$ cat src/verilog/otp_prog_defines.svh
`ifndef OTP_PROG_DEFINES_SVH
`define OTP_PROG_DEFINES_SVH

// Clock and pin timing, try limit, overprogram factor and entry step counts
`define CLK_PERIOD_NS 40
`define T_EDGE_NS 2000
`define T_PULSE_NS 950000
`define MAX_TRIES 25
`define OVER_FACTOR 3
`define ARRAY_STEPS 9
`define OPT_STEPS 35
`define OPT_CLK_FIRST 6
`define OPT_CLK_LAST 33

// Own register map, byte addresses
`define REG_CTRL 8'h00
`define REG_WDATA 8'h04
`define REG_STATUS 8'h08
`define REG_RDATA 8'h0c
`define REG_ADDR 8'h10

// Command codes in the control register
`define CMD_ENTER_ARRAY 4'h1
`define CMD_ENTER_OPTION 4'h2
`define CMD_CLEAR 4'h3
`define CMD_STEP 4'h4
`define CMD_PROGRAM 4'h5
`define CMD_READ 4'h6

// Status field positions
`define ST_BUSY 0
`define ST_DONE 1
`define ST_FAIL 2
`define ST_OPTION 3
`define ST_TRIES_LO 8
`define ST_TRIES_HI 12

`define RESP_OKAY 2'b00
`define RESP_SLVERR 2'b10

`endif

$ cat src/verilog/otp_prog_pkg.sv
`default_nettype none
package otp_prog_pkg;

  typedef struct packed {
    logic mode_select;
    logic vpp;
    logic clear;
    logic clock;
    logic program_strobe_n;
    logic oe_n;
    logic ce_n;
  } pins_type;

  typedef struct packed {
    logic [7:0] out;
    logic [7:0] oe;
  } data_drive_type;

  typedef enum logic [3:0] {
    S_IDLE, S_ENTRY, S_STEP_HI, S_STEP_LO, S_CLR_HI, S_CLR_LO, S_SETUP, S_PULSE,
    S_RECOVER, S_OE_LOW, S_VERIFY, S_OVER_SET, S_OVER, S_FINISH
  } state_type;

endpackage : otp_prog_pkg
`default_nettype wire

$ cat src/verilog/otp_prog_host.sv
// How it works
// - Unprogrammed verify: pulse and verify again
// - Fail after twenty-fifth unsuccessful attempt
// - Overprogram three times accumulated pulse time
// - Revisit only by clear then clocking forward
// - Clock high then low for next location
// - Option entry: idle pins, raise supply, clear
// - Supply dip, then output enable after delays
// - Seven clock/enable cycles, then mode select
// - Option data driven before strobe falls
// - Option bits: retry, fail, overprogram alike
// - Array entry sequence with edge delays
`include "otp_prog_defines.svh"
`timescale 1ns/1ns
`default_nettype none
module otp_prog_host #(
  parameter int unsigned PULSE_CYCLES = (`T_PULSE_NS + `CLK_PERIOD_NS - 1) / `CLK_PERIOD_NS,
  parameter int unsigned EDGE_CYCLES = (`T_EDGE_NS + `CLK_PERIOD_NS - 1) / `CLK_PERIOD_NS
) (
  // Clock and reset
  input wire logic aclk,
  input wire logic aresetn,
  // AXI4-Lite slave
  input wire logic [7:0] s_axi_awaddr,
  input wire logic s_axi_awvalid,
  output logic s_axi_awready,
  input wire logic [31:0] s_axi_wdata,
  input wire logic [3:0] s_axi_wstrb,
  input wire logic s_axi_wvalid,
  output logic s_axi_wready,
  output logic [1:0] s_axi_bresp,
  output logic s_axi_bvalid,
  input wire logic s_axi_bready,
  input wire logic [7:0] s_axi_araddr,
  input wire logic s_axi_arvalid,
  output logic s_axi_arready,
  output logic [31:0] s_axi_rdata,
  output logic [1:0] s_axi_rresp,
  output logic s_axi_rvalid,
  input wire logic s_axi_rready,
  // Device control pins
  output otp_prog_pkg::pins_type pins,
  // Device data port
  input wire logic [7:0] data_port_in,
  output logic [7:0] data_port_out,
  output logic [7:0] data_port_oe
);
  import otp_prog_pkg::*;

  function automatic logic [31:0] sub1(input logic [31:0] v);
    sub1 = (v == 32'h0) ? 32'h0 : v - 32'h1;
  endfunction : sub1

  // Entry pin sequence, one edge per step
  function automatic pins_type entry_pins(input logic opt, input logic [5:0] idx,
                                          input pins_type cur);
    logic [5:0] k;
    entry_pins = cur;
    k = idx - 6'(`OPT_CLK_FIRST);
    if (!opt)
    begin
      case (idx)
        6'h00: entry_pins.mode_select = 1'b0;
        6'h01: entry_pins.oe_n = 1'b0;
        6'h02: entry_pins.vpp = 1'b1;
        6'h03: entry_pins.clear = 1'b1;
        6'h04: entry_pins.clear = 1'b0;
        6'h05: entry_pins.vpp = 1'b0;
        6'h06: entry_pins.vpp = 1'b1;
        6'h07: entry_pins.oe_n = 1'b1;
        default: entry_pins.mode_select = 1'b1;
      endcase
    end
    else if (idx < 6'(`OPT_CLK_FIRST))
    begin
      case (idx)
        6'h00: entry_pins.vpp = 1'b1;
        6'h01: entry_pins.clear = 1'b1;
        6'h02: entry_pins.clear = 1'b0;
        6'h03: entry_pins.vpp = 1'b0;
        6'h04: entry_pins.vpp = 1'b1;
        default: entry_pins.oe_n = 1'b1;
      endcase
    end
    else if (idx <= 6'(`OPT_CLK_LAST))
    begin
      case (k[1:0])
        2'h0: entry_pins.clock = 1'b1;
        2'h1: entry_pins.oe_n = 1'b0;
        2'h2: entry_pins.oe_n = 1'b1;
        default: entry_pins.clock = 1'b0;
      endcase
    end
    else
      entry_pins.mode_select = 1'b1;
  endfunction : entry_pins

  ////////////////////////////////////////////////////////////////////////////////
  // Register bus
  logic aw_q, aw_d, w_q, w_d, bvalid_q, bvalid_d, rvalid_q, rvalid_d;
  logic [7:0] awaddr_q, awaddr_d;
  logic [31:0] wdata_q, wdata_d, rdata_q, rdata_d;
  logic [1:0] bresp_q, bresp_d, rresp_q, rresp_d;
  logic [7:0] target_q, target_d;
  logic wr_go, cmd_go;
  logic [3:0] cmd;

  state_type state_q, state_d;
  logic done_q, done_d, fail_q, fail_d, option_q, option_d;
  logic [4:0] tries_q, tries_d;
  logic [7:0] read_q, read_d;
  logic [15:0] addr_q, addr_d;

  assign s_axi_awready = !aw_q;
  assign s_axi_wready = !w_q;
  assign s_axi_bvalid = bvalid_q;
  assign s_axi_bresp = bresp_q;
  assign s_axi_arready = !rvalid_q;
  assign s_axi_rvalid = rvalid_q;
  assign s_axi_rdata = rdata_q;
  assign s_axi_rresp = rresp_q;
  assign wr_go = aw_q && w_q && !bvalid_q;
  assign cmd = wdata_q[3:0];
  // Commands while busy are dropped; software polls the busy bit first
  assign cmd_go = wr_go && awaddr_q == `REG_CTRL && wdata_q[0 +: 4] != 4'h0 &&
                  state_q == S_IDLE;

  always_comb
  begin
    aw_d = aw_q;
    w_d = w_q;
    awaddr_d = awaddr_q;
    wdata_d = wdata_q;
    bvalid_d = bvalid_q && !s_axi_bready;
    bresp_d = bresp_q;
    rvalid_d = rvalid_q && !s_axi_rready;
    rdata_d = rdata_q;
    rresp_d = rresp_q;
    target_d = target_q;
    if (s_axi_awvalid && !aw_q)
    begin
      aw_d = 1'b1;
      awaddr_d = s_axi_awaddr;
    end
    if (s_axi_wvalid && !w_q)
    begin
      w_d = 1'b1;
      wdata_d = s_axi_wdata;
    end
    if (wr_go)
    begin
      aw_d = 1'b0;
      w_d = 1'b0;
      bvalid_d = 1'b1;
      bresp_d = `RESP_OKAY;
      case (awaddr_q)
        `REG_CTRL: ;
        `REG_WDATA: target_d = wdata_q[7:0];
        default: bresp_d = `RESP_SLVERR;
      endcase
    end
    if (s_axi_arvalid && !rvalid_q)
    begin
      rvalid_d = 1'b1;
      rresp_d = `RESP_OKAY;
      rdata_d = 32'h0;
      case (s_axi_araddr)
        `REG_CTRL: rdata_d = 32'h0;
        `REG_WDATA: rdata_d[7:0] = target_q;
        `REG_STATUS:
        begin
          rdata_d[`ST_BUSY] = state_q != S_IDLE;
          rdata_d[`ST_DONE] = done_q;
          rdata_d[`ST_FAIL] = fail_q;
          rdata_d[`ST_OPTION] = option_q;
          rdata_d[`ST_TRIES_HI:`ST_TRIES_LO] = tries_q;
        end
        `REG_RDATA: rdata_d[7:0] = read_q;
        `REG_ADDR: rdata_d[15:0] = addr_q;
        default: rresp_d = `RESP_SLVERR;
      endcase
    end
  end

  always_ff @(posedge aclk)
  begin
    if (!aresetn)
    begin
      aw_q <= 1'b0;
      w_q <= 1'b0;
      awaddr_q <= 8'h00;
      wdata_q <= 32'h0;
      bvalid_q <= 1'b0;
      bresp_q <= 2'h0;
      rvalid_q <= 1'b0;
      rdata_q <= 32'h0;
      rresp_q <= 2'h0;
      target_q <= 8'hff;
    end
    else
    begin
      aw_q <= aw_d;
      w_q <= w_d;
      awaddr_q <= awaddr_d;
      wdata_q <= wdata_d;
      bvalid_q <= bvalid_d;
      bresp_q <= bresp_d;
      rvalid_q <= rvalid_d;
      rdata_q <= rdata_d;
      rresp_q <= rresp_d;
      target_q <= target_d;
    end
  end

  ////////////////////////////////////////////////////////////////////////////////
  // Pin sequencer
  pins_type pins_q, pins_d;
  data_drive_type drv_q, drv_d;
  logic [31:0] cnt_q, cnt_d;
  logic [7:0] units_q, units_d;
  logic [5:0] idx_q, idx_d;

  assign pins = pins_q;
  assign data_port_out = drv_q.out;
  assign data_port_oe = drv_q.oe;

  always_comb
  begin
    state_d = state_q;
    pins_d = pins_q;
    drv_d = drv_q;
    cnt_d = sub1(cnt_q);
    units_d = units_q;
    idx_d = idx_q;
    done_d = done_q;
    fail_d = fail_q;
    option_d = option_q;
    tries_d = tries_q;
    read_d = read_q;
    addr_d = addr_q;
    pins_d.ce_n = 1'b0;
    if (state_q == S_IDLE)
    begin
      if (cmd_go)
      begin
        done_d = 1'b0;
        fail_d = 1'b0;
        cnt_d = EDGE_CYCLES;
        case (cmd)
          `CMD_ENTER_ARRAY, `CMD_ENTER_OPTION:
          begin
            option_d = cmd == `CMD_ENTER_OPTION;
            idx_d = 6'h00;
            drv_d.oe = 8'h00;
            pins_d.vpp = 1'b0;
            pins_d.clear = 1'b0;
            pins_d.clock = 1'b0;
            pins_d.program_strobe_n = 1'b1;
            pins_d.oe_n = 1'b1;
            pins_d.mode_select = cmd == `CMD_ENTER_ARRAY;
            addr_d = 16'h0;
            state_d = S_ENTRY;
          end
          `CMD_CLEAR:
          begin
            pins_d.clear = 1'b1;
            addr_d = 16'h0;
            state_d = S_CLR_HI;
          end
          `CMD_STEP:
          begin
            pins_d.clock = 1'b1;
            addr_d = addr_q + 16'h1;
            state_d = S_STEP_HI;
          end
          `CMD_PROGRAM:
          begin
            tries_d = 5'h0;
            drv_d.out = target_q;
            drv_d.oe = 8'hff;
            state_d = S_SETUP;
          end
          `CMD_READ:
          begin
            pins_d.oe_n = 1'b0;
            // Stale tries would send a plain read into verify
            tries_d = 5'h0;
            state_d = S_OE_LOW;
          end
          default: done_d = 1'b1;
        endcase
      end
    end
    else if (cnt_q == 32'h0)
    begin
      cnt_d = EDGE_CYCLES;
      case (state_q)
        S_ENTRY:
        begin
          pins_d = entry_pins(option_q, idx_q, pins_q);
          idx_d = idx_q + 6'h1;
          if (idx_q == (option_q ? 6'(`OPT_STEPS - 1) : 6'(`ARRAY_STEPS - 1)))
            state_d = S_FINISH;
        end
        S_STEP_HI:
        begin
          pins_d.clock = 1'b0;
          state_d = S_FINISH;
        end
        S_CLR_HI:
        begin
          pins_d.clear = 1'b0;
          state_d = S_FINISH;
        end
        S_SETUP:
        begin
          pins_d.program_strobe_n = 1'b0;
          cnt_d = PULSE_CYCLES;
          state_d = S_PULSE;
        end
        S_PULSE:
        begin
          pins_d.program_strobe_n = 1'b1;
          tries_d = tries_q + 5'h1;
          state_d = S_RECOVER;
        end
        S_RECOVER:
        begin
          drv_d.oe = 8'h00;
          pins_d.oe_n = 1'b0;
          state_d = S_OE_LOW;
        end
        S_OE_LOW:
        begin
          read_d = data_port_in;
          pins_d.oe_n = 1'b1;
          state_d = (tries_q == 5'h0) ? S_FINISH : S_VERIFY;
        end
        S_VERIFY:
        begin
          if (read_q == target_q)
          begin
            drv_d.oe = 8'hff;
            state_d = S_OVER_SET;
          end
          else if (tries_q == 5'(`MAX_TRIES))
          begin
            fail_d = 1'b1;
            state_d = S_FINISH;
          end
          else
          begin
            drv_d.oe = 8'hff;
            state_d = S_SETUP;
          end
        end
        S_OVER_SET:
        begin
          pins_d.program_strobe_n = 1'b0;
          units_d = 8'(`OVER_FACTOR) * 8'(tries_q);
          cnt_d = PULSE_CYCLES;
          state_d = S_OVER;
        end
        S_OVER:
        begin
          // Pulse units run back to back with the strobe held low
          if (units_q > 8'h1)
          begin
            units_d = units_q - 8'h1;
            cnt_d = PULSE_CYCLES;
          end
          else
          begin
            pins_d.program_strobe_n = 1'b1;
            drv_d.oe = 8'h00;
            state_d = S_FINISH;
          end
        end
        default:
        begin
          done_d = 1'b1;
          cnt_d = 32'h0;
          state_d = S_IDLE;
        end
      endcase
    end
  end

  always_ff @(posedge aclk)
  begin
    if (!aresetn)
    begin
      state_q <= S_IDLE;
      pins_q <= '{mode_select: 1'b0, vpp: 1'b0, clear: 1'b0, clock: 1'b0,
                  program_strobe_n: 1'b1, oe_n: 1'b1, ce_n: 1'b0};
      drv_q <= '{out: 8'h00, oe: 8'h00};
      cnt_q <= 32'h0;
      units_q <= 8'h00;
      idx_q <= 6'h00;
      done_q <= 1'b0;
      fail_q <= 1'b0;
      option_q <= 1'b0;
      tries_q <= 5'h0;
      read_q <= 8'h00;
      addr_q <= 16'h0;
    end
    else
    begin
      state_q <= state_d;
      pins_q <= pins_d;
      drv_q <= drv_d;
      cnt_q <= cnt_d;
      units_q <= units_d;
      idx_q <= idx_d;
      done_q <= done_d;
      fail_q <= fail_d;
      option_q <= option_d;
      tries_q <= tries_d;
      read_q <= read_d;
      addr_q <= addr_d;
    end
  end

  ////////////////////////////////////////////////////////////////////////////////
  // Checks
  property p_clear_zero;
    @(posedge aclk) disable iff (!aresetn)
      $rose(pins_q.clear) && state_q == S_CLR_HI |-> addr_q == 16'h0;
  endproperty
  a_clear_zero: assert property (p_clear_zero) else $error("clear left address nonzero");

  property p_step_count;
    @(posedge aclk) disable iff (!aresetn)
      $rose(pins_q.clock) && state_q == S_STEP_HI |-> addr_q == $past(addr_q) + 16'h1;
  endproperty
  a_step_count: assert property (p_step_count) else $error("address did not advance");

  property p_strobe_data;
    @(posedge aclk) disable iff (!aresetn)
      !pins_q.program_strobe_n |-> drv_q.oe == 8'hff && drv_q.out == target_q && pins_q.oe_n;
  endproperty
  a_strobe_data: assert property (p_strobe_data) else $error("strobe low without data");

  property p_no_contention;
    @(posedge aclk) disable iff (!aresetn)
      !pins_q.oe_n |-> drv_q.oe == 8'h00;
  endproperty
  a_no_contention: assert property (p_no_contention) else $error("port driven during read");

  property p_sample;
    @(posedge aclk) disable iff (!aresetn)
      state_q == S_OE_LOW && cnt_q == 32'h0 |=> read_q == $past(data_port_in) && pins_q.oe_n;
  endproperty
  a_sample: assert property (p_sample) else $error("read byte not captured");

  property p_retry;
    @(posedge aclk) disable iff (!aresetn)
      state_q == S_VERIFY && cnt_q == 32'h0 && read_q != target_q &&
      tries_q < 5'(`MAX_TRIES) |=> state_q == S_SETUP ##1 state_q == S_SETUP;
  endproperty
  a_retry: assert property (p_retry) else $error("no retry after failed verify");

  property p_fail;
    @(posedge aclk) disable iff (!aresetn)
      state_q == S_VERIFY && cnt_q == 32'h0 && read_q != target_q &&
      tries_q == 5'(`MAX_TRIES) |=> fail_q && pins_q.program_strobe_n;
  endproperty
  a_fail: assert property (p_fail) else $error("no failure at try limit");

  property p_tries_bound;
    @(posedge aclk) disable iff (!aresetn)
      tries_q <= 5'(`MAX_TRIES);
  endproperty
  a_tries_bound: assert property (p_tries_bound) else $error("too many attempts");

  property p_over;
    @(posedge aclk) disable iff (!aresetn)
      state_q == S_OVER_SET && cnt_q == 32'h0 |=>
      !pins_q.program_strobe_n && units_q == 8'(`OVER_FACTOR) * 8'(tries_q);
  endproperty
  a_over: assert property (p_over) else $error("overprogram length wrong");

  property p_mode_last;
    @(posedge aclk) disable iff (!aresetn)
      state_q == S_FINISH && option_q && $rose(pins_q.mode_select) |->
      pins_q.vpp && pins_q.oe_n && !pins_q.clock;
  endproperty
  a_mode_last: assert property (p_mode_last) else $error("mode select raised early");

endmodule : otp_prog_host
`default_nettype wire

$ cat config.mk
export PLATFORM = sky130hd
export DESIGN_NAME = otp_prog_host
export DESIGN_NICKNAME = d
export VERILOG_FILES = /design/src/verilog/otp_prog_pkg.sv /design/src/verilog/otp_prog_host.sv
export VERILOG_INCLUDE_DIRS = /design/src /design/src/verilog
export SDC_FILE = /design/constraint.sdc
export NUM_CORES = 1
export LEC_CHECK = 0
export BUFFER_PORTS_ARGS = -buffer_cell sky130_fd_sc_hd__buf_2
export CELL_PAD_IN_SITES_DETAIL_PLACEMENT = 1
export CELL_PAD_IN_SITES_GLOBAL_PLACEMENT = 2
export CORE_MARGIN = 2
export CORE_UTILIZATION = 36
export DETAILED_ROUTE_END_ITERATION = 7
export PLACE_DENSITY = 0.82
export SLEW_MARGIN = 20
export SYNTH_ARGS = -nofsm -noshare
export SYNTH_HDL_FRONTEND = slang
export SYNTH_SLANG_ARGS = --single-unit
$ cat constraint.sdc
create_clock -name aclk -period 4.4 [get_ports aclk]
set_clock_uncertainty 0.05 [all_clocks]
set_input_delay 0.22 -clock aclk [delete_from_list [all_inputs] [get_ports aclk]]
set_output_delay 0.22 -clock aclk [all_outputs]
set_load 0.03 [all_outputs]
==> summary.txt, run 1 <==
Critical path
  – Worst-path maximum fanout: 20
  – Crit-path max cell delay: 470 ps
  – Reg-to-Reg End: pins[5]
  – Worst r2r path cells: 8
  – FF-to-FF Start: state_q[2]
  – Crit end category: flop
  – R2R Setup Slk: 1420 ps
  – Crit path max-delay family: simple AND/OR/NAND/NOR gates
  – Worst setup SP type: flop
  – Required time of the critical path: 4670 ps
  – Max stage delay cell, worst path: or4_1
  – CP bufs+invs: 2
  – Worst path cell trace: buf_4 > or4_1 > nor3_1 > nand2_1 > buf_4 > o32ai_2 > o21ai_0 > a32o_1
  – Crit path arrival time: 3250 ps
  – Critical path class: reg -> reg
  – Most frequent CP cell: buf_4

GRT
  – GRT Residual Overflow: 0
  – First-pass GRT wire length: 37830 um
  – Number of global-route vias before repair: 7216
  – Initial antenna violation count: 0
  – Total track usage: 0.1962
  – Pin count of the biggest net entering global routing: 72

Timing
  – Final number of setup-violating endpoints: 0
  – Final Hold Slack: 9.839 ps
  – Fmax: 335.6 MHz
  – Final critical-path required period: 2980 ps
  – Actual slew at the worst max-slew pin: 959.8 ps
  – Rel. slew slack: 0.3436
  – RSZ-0062 raised after global routing: false
  – Setup TNS: 0 ps
  – Final slew viol count: 0
  – Final hold violations: 0
  – Final worst-path cycle share: 0.6773

Synthesis
  – Syn avg cell area: 8.146 um^2
  – Synth top area share: 0.3568
  – Top_reg_cell synth: dfxtp_1
  – Async S/R FF share, synth: 0
  – Synth top area cells: dfxtp_1, mux2i_1, nor2_1
  – Flip-flop and latch count after synthesis: 143
  – Distinct cell type count of the synthesized netlist: 74
  – Post-synth EDFFs: 0
  – Synth warnings: 0
  – Synth Instances: 985
  – Synthesized area: 8024 um^2
  – Post-synthesis sequential area ratio: 0.3568
  – Cell accounting for the most synthesized area: dfxtp_1

Hold path
  – Min-delay worst type: in -> reg
  – Hold Path End: read_q[3]
  – Hold Path Depth: 3
  – Hold path startpoint: data_port_in[3]

Routing
  – 1st-iter DRT viols: 304
  – Via count: 7117
  – WL per Instance: 16.70 um
  – Drt pass-1 iters: 4
  – Residual DRC: 0
  – WL final: 22400 um
  – Vias per Instance: 5.307
  – Antenna-violating nets left: 0

Clock tree
  – # clock sinks: 143
  – Post CTS Setup Buffer Count: 0
  – Total CTS buffers: 17
  – Clk Tree Root Cell: clkbuf_16
  – CTS max path bufs: 2
  – CTS resizes: 0
  – Clock-pin slew on the worst setup and hold paths: 70 ps
  – CTS H-tree lvls: 4
  – Clk_lat worst skew: 430 ps
  – CTS tree: built

Placed design
  – Final RePlAce weighted congestion: 0.7897
  – Placed cell count: 1292
  – # port buffers: 83
  – Post-DP HPWL: 16240 um
  – Placed instance area: 8521 um^2

Layout
  – Area grow syn2layout: 15.39%
  – Fill count: 2669
  – Antenna diodes: 0
  – Share of layout cells above drive strength 1: 0.1376
  – Post-route cell area: 9259 um^2
  – Nets: 1135
  – Final Non-Filler Cells: 1341

Run
  – Total of max-cap violations: 0

Power
  – Total chip power: 4.263 mW
  – PwrDens: 460.4 nW/um^2
  – Max VDD drop: 0.0003592 V
  – LEAKAGE: 3.695 nW

Outcome
  – Run status: finished clean

Floorplanning
  – Initial core utilization: 0.3677
  – Core area: 21820 um^2
  – Die width: 153.3 um
  – Vert. Die Dim: 153.3 um
  – Ports: 131
  – Die area: 23500 um^2
  – Row count: 54
## flip-flops by register name, summed over array words and instances, names as in the netlist, 4 cells and up
| signal | count |
|---|---|
| data_port_out | 8 |
| state_q | 4 |
| target_q | 8 |
| pins | 6 |
| addr_q | 16 |
| tries_q | 5 |
| units_q | 8 |
| idx_q | 6 |
| cnt_q | 32 |
| read_q | 8 |
| wdata_q | 8 |
| awaddr_q | 8 |
| s_axi_rdata | 16 |
## power by group
group	switching (mW)	internal, mW
logic	0.775	0.488
registers	0.138	1.44
clock network	0.667	0.750
## Yosys cell counts, types with 4 or more instances
cell / instances
or4_1: 13
nand2b_1: 9
nor2b_1: 43
and3_1: 7
a221oi_1: 5
o211ai_1: 8
nor3b_1: 9
a31oi_1: 7
or3_1: 9
buf_1: 4
or2_2: 9
a22o_1: 6
xor2_1: 17
a222oi_1: 7
buf_4: 26
o21ai_0: 50
nor4_1: 16
nand2_1: 99
o31ai_1: 5
a21o_1: 5
inv_1: 23
and2_1: 6
a21oi_1: 35
xnor2_1: 40
nor2_1: 100
a21boi_0: 13
dfxtp_1: 143
and3b_1: 4
nand4_1: 13
nor3_1: 35
ha_1: 19
o22ai_1: 4
nor4b_1: 4
mux2i_1: 40
nand3_1: 33
clkbuf_1: 53
a22oi_1: 5
o21a_1: 7
nand3b_1: 4
## layer usage
metal,vias up,global-route usage,share of wire
met2,92,0.3340,0.48
met1,3446,0.2589,0.48
met3,16,0.03176,0.029
met4,0,0.05026,0.012
met5,-,0,0
li1,3563,-,-
## worst reg2reg max path: cells and delay by family (launching register included)
family | cells | cell delay, ps
and+or+nand+nor | 3 | 1190
AOI/OAI and AO/OA | 3 | 870
DFF | 1 | 300
buffers and inverters | 2 | 480
## kinds of logic (layout without fill, tap and decap cells)
group / count (synthesis) / count (layout) / share of synthesized area
buffers and inverters: 108 / 166 / 0.06300
XOR/XNOR: 57 / 57 / 0.06222
adder cells (fa/ha/maj): 20 / 20 / 0.03212
other: 1 / 19 / 0.0004674
AO/OA/AOI/OAI: 187 / 187 / 0.1586
AND/OR/NAND/NOR: 428 / 428 / 0.2755
multiplexers: 41 / 41 / 0.05130
flip-flops: 143 / 143 / 0.3568
## metrics by stage
step | utilization | worst slack [ps]
floorplan | - | 1889
global placement | 0.3904 | 1463
detailed placement | 0.3904 | 1391
CTS | 0.4243 | 1369
global route | 0.4243 | 1154
finish | 0.4243 | 1420
## area by class of cell
type / count / area (um^2) / share of cell area
clock buffers: 17 / 425.4 / 0.04595
multi-input cells: 752 / 4723 / 0.5101
repair buffers: 111 / 668.1 / 0.07216
well taps: 280 / 350.3 / 0.03784
clock inverters: 15 / 142.6 / 0.01541
flip-flops and latches: 143 / 2863 / 0.3092
inverters: 23 / 86.33 / 0.009324
## worst max-delay path by stage
stage | start | slack [ps] | end | depth (start not counted)
after floorplan | cnt_q[4] | 1890 | tries_q[3] | 7
after global placement | state_q[2] | 1460 | pins[5] | 8
after detailed placement | state_q[2] | 1390 | pins[5] | 8
after CTS | cnt_q[4] | 1370 | pins[5] | 6
after global routing | state_q[2] | 1150 | pins[5] | 8
final | state_q[2] | 1420 | pins[5] | 8
## cells in the final DEF, fill, tap and decap left out, types with 9 or more instances in the layout
cell	n
a21boi_0	13
a21oi_1	35
buf_2	83
buf_4	11
clkbuf_16	17
conb_1	19
dfxtp_1	143
dlygate4sd3_1	17
ha_1	19
inv_1	23
mux2i_1	40
nand2_1	99
nand2b_1	9
nand3_1	33
nand4_1	13
nor2_1	100
nor2b_1	43
nor3_1	35
nor3b_1	9
nor4_1	16
o21ai_0	50
or2_2	9
or3_1	9
or4_1	13
xnor2_1	40
xor2_1	17
## repair_timing
action | CTS | global route
setup endpoints to repair | 0 | 0
hold endpoints to repair | 17 | 0
hold buffers | 17 | 0
Note: power is estimated with default switching activity, not from simulation.
==> run 2, diff against run 1 <==
- CORE_UTILIZATION: 36 -> 34
- PLACE_DENSITY: 0.82 -> 0.78
- clock period: 4.4 -> 3.1 ns (I/O delays scaled with it)
==> run 2 against run 1 <==
Against the previous run:
- flip-flop and latch count stayed put
- final area is 4.0% higher
- worst hold slack hardly changed
- global-route usage hardly changed
- non-clock buffer count is 35 higher
- register-to-register slack worse by 1000 ps
- combinational power is 55% higher
- critical path type unchanged
- critical endpoint is now units_q[4]
==> summary.txt, run 2 (same netlist as run 1, synthesis figures left out) <==
Clock tree
  – # clock sinks: 143 (unchanged)
  – CTS H-tree lvls: 4 (unchanged)
  – CTS max path bufs: 2 (unchanged)
  – CTS tree: built
  – Clk_lat worst skew: 440 ps (about the same)
  – Clk Tree Root Cell: clkbuf_16
  – Clock-pin slew on the worst setup and hold paths: 70 ps (about the same)
  – Hold buffer count at cts: 28 (+11)
  – CTS resizes: 0 (unchanged)
  – Total CTS buffers: 17 (unchanged)
  – Post CTS Setup Buffer Count: 0 (unchanged)

Timing
  – RSZ-0062 raised after global routing: false
  – Final hold violations: 0 (unchanged)
  – Final setup margin: 423.6 ps (-996.3 ps)
  – Final Hold Slack: 10.06 ps (+0.2262 ps)
  – Fmax: 373.6 MHz (+11%)
  – Final critical-path required period: 2676 ps (-303.7 ps)
  – Setup TNS: 0 ps (unchanged)
  – Actual slew at the worst max-slew pin: 966.2 ps (+6.424 ps)
  – Final slew viol count: 0 (unchanged)
  – Final number of setup-violating endpoints: 0 (unchanged)
  – Final worst-path cycle share: 0.8634 (+0.1861)
  – Rel. slew slack: 0.3545 (+0.01094)

Routing
  – Wire length on met3: 509 um (-21%)
  – Antenna-violating nets left: 0 (unchanged)
  – WL per Instance: 16.69 um (about the same)
  – Drt pass-1 iters: 7 (+3)
  – Max layer used: met4
  – Residual DRC: 0 (unchanged)
  – Met2 routed WL: 11210 um (+4.5%)
  – 1st-iter DRT viols: 223 (-27%)
  – Via count: 7287 (+2.4%)
  – DRT met1 WL: 11610 um (+7.9%)
  – WL final: 23610 um (+5.4%)
  – Vias per Instance: 5.150 (-3.0%)

GRT
  – GRT Residual Overflow: 0 (unchanged)
  – Total track usage: 0.1964 (about the same)
  – Number of global-route vias before repair: 7283 (+0.93%)
  – First-pass GRT wire length: 38810 um (+2.6%)
  – Initial antenna violation count: 0 (unchanged)
  – Pin count of the biggest net entering global routing: 36 (-50%)

Floorplanning
  – Core area: 23330 um^2 (+6.9%)
  – Initial core utilization: 0.3439 (-0.02378)
  – Die width: 157.6 um (+2.8%)
  – Die area: 24840 um^2 (+5.7%)
  – Vert. Die Dim: 157.6 um (+2.8%)
  – Row count: 56 (+3.7%)
  – Ports: 131 (unchanged)

Outcome
  – Run status: finished clean

Critical path
  – Crit end category: flop
  – Worst setup SP type: flop
  – Crit path arrival time: 2980 ps (-270 ps)
  – Required time of the critical path: 3410 ps (-1260 ps)
  – Critical path class: reg -> reg
  – Worst-path maximum fanout: 9 (-55%)

Layout
  – Antenna diodes: 0 (unchanged)
  – Share of layout cells above drive strength 1: 0.1551 (+0.01750)
  – Largest register FFs: 32 (unchanged)
  – Area grow syn2layout: 19.98%
  – Commonest non-fill, non-tap cells in the layout: dfxtp_1, nor2_1, nand2_1
  – Most common cell after layout, fill and taps aside: dfxtp_1
  – Nets: 1170 (+3.1%)
  – Biggest register: cnt_q

Placed design
  – Pre-CTS WS: 417.9 ps (-973.0 ps)
  – # port buffers: 83 (unchanged)
  – Post-DP HPWL: 17040 um (+4.9%)
  – Final RePlAce weighted congestion: 0.7931 (+0.43%)

Run
  – Total of max-cap violations: 0 (unchanged)

Power
  – Max VDD drop: 0.0003471 V (-3.4%)
  – PwrDens: 653.8 nW/um^2 (+42%)
  – LEAKAGE: 3.872 nW (+4.8%)

Hold path
  – Min-delay worst type: in -> reg
## run 2: cell types whose count changed in the layout (fill, tap and decap cells not counted), sizes merged
cell	delta
inv	-1
bufinv	+1
buf	+24
dlygate4sd3	+11
## run 2: worst paths after layout
kind	slack, ps	end	depth (start not counted)	from
worst min-delay path	10	wdata_q[2]	3	s_axi_wdata[2]
worst max-delay path	420	units_q[4]	6	cnt_q[28]
worst max register to register	420	units_q[4]	6	cnt_q[28]
worst min register to register	390	cnt_q[0]	1	cnt_q[0]
## run 2: cell type report
type / count / area, um^2
well taps: 319 / 399.1
fillers: 2790 / 13710
flip-flops and latches: 143 / 2863
clock buffers: 17 / 425.4
repair buffers: 146 / 958.4
inverters: 23 / 86.33
clock inverters: 15 / 171.4
multi-input cells: 752 / 4723
## run 2: critical path: stages (launching register included)
cell and delay (ps):
dfxtp_1 320, or4_1 630, nor4_1 440, nand4_1 250, or2_0 470, a211o_1 300
a21boi_0 150
## run 2: per-layer routing
layer / up-vias / track usage
met5: - / 0
met1: 3541 / 0.2593
met2: 81 / 0.3350
met4: 0 / 0.04632
li1: 3647 / -
met3: 18 / 0.03203
## run 2: where the power goes
| group | switching (mW) | internal, mW | leakage, nW | total, mW |
|---|---|---|---|---|
| Combinational | 1.16 | 0.798 | 2.42 | 1.95 |
| Sequential | 0.193 | 2.05 | 1.16 | 2.24 |
| Clock | 0.948 | 1.15 | 0.288 | 2.10 |
| Total | 2.30 | 4.00 | 3.87 | 6.29 |
## run 2: through the flow
| stage | total power, mW | area [um^2] | utilization | std cells |
|---|---|---|---|---|
| 3_5_place_dp | 4.217 | 8750 | 0.3750 | 1355 |
| 2_1_floorplan | 3.688 | 8092 | - | 1003 |
| 3_3_place_gp | 4.159 | 8750 | 0.3750 | 1355 |
| 5_1_grt | 6.696 | 9627 | 0.4126 | 1415 |
| 6_report | 6.294 | 9627 | 0.4126 | 1415 |
| 4_1_cts | 6.379 | 9627 | 0.4126 | 1415 |
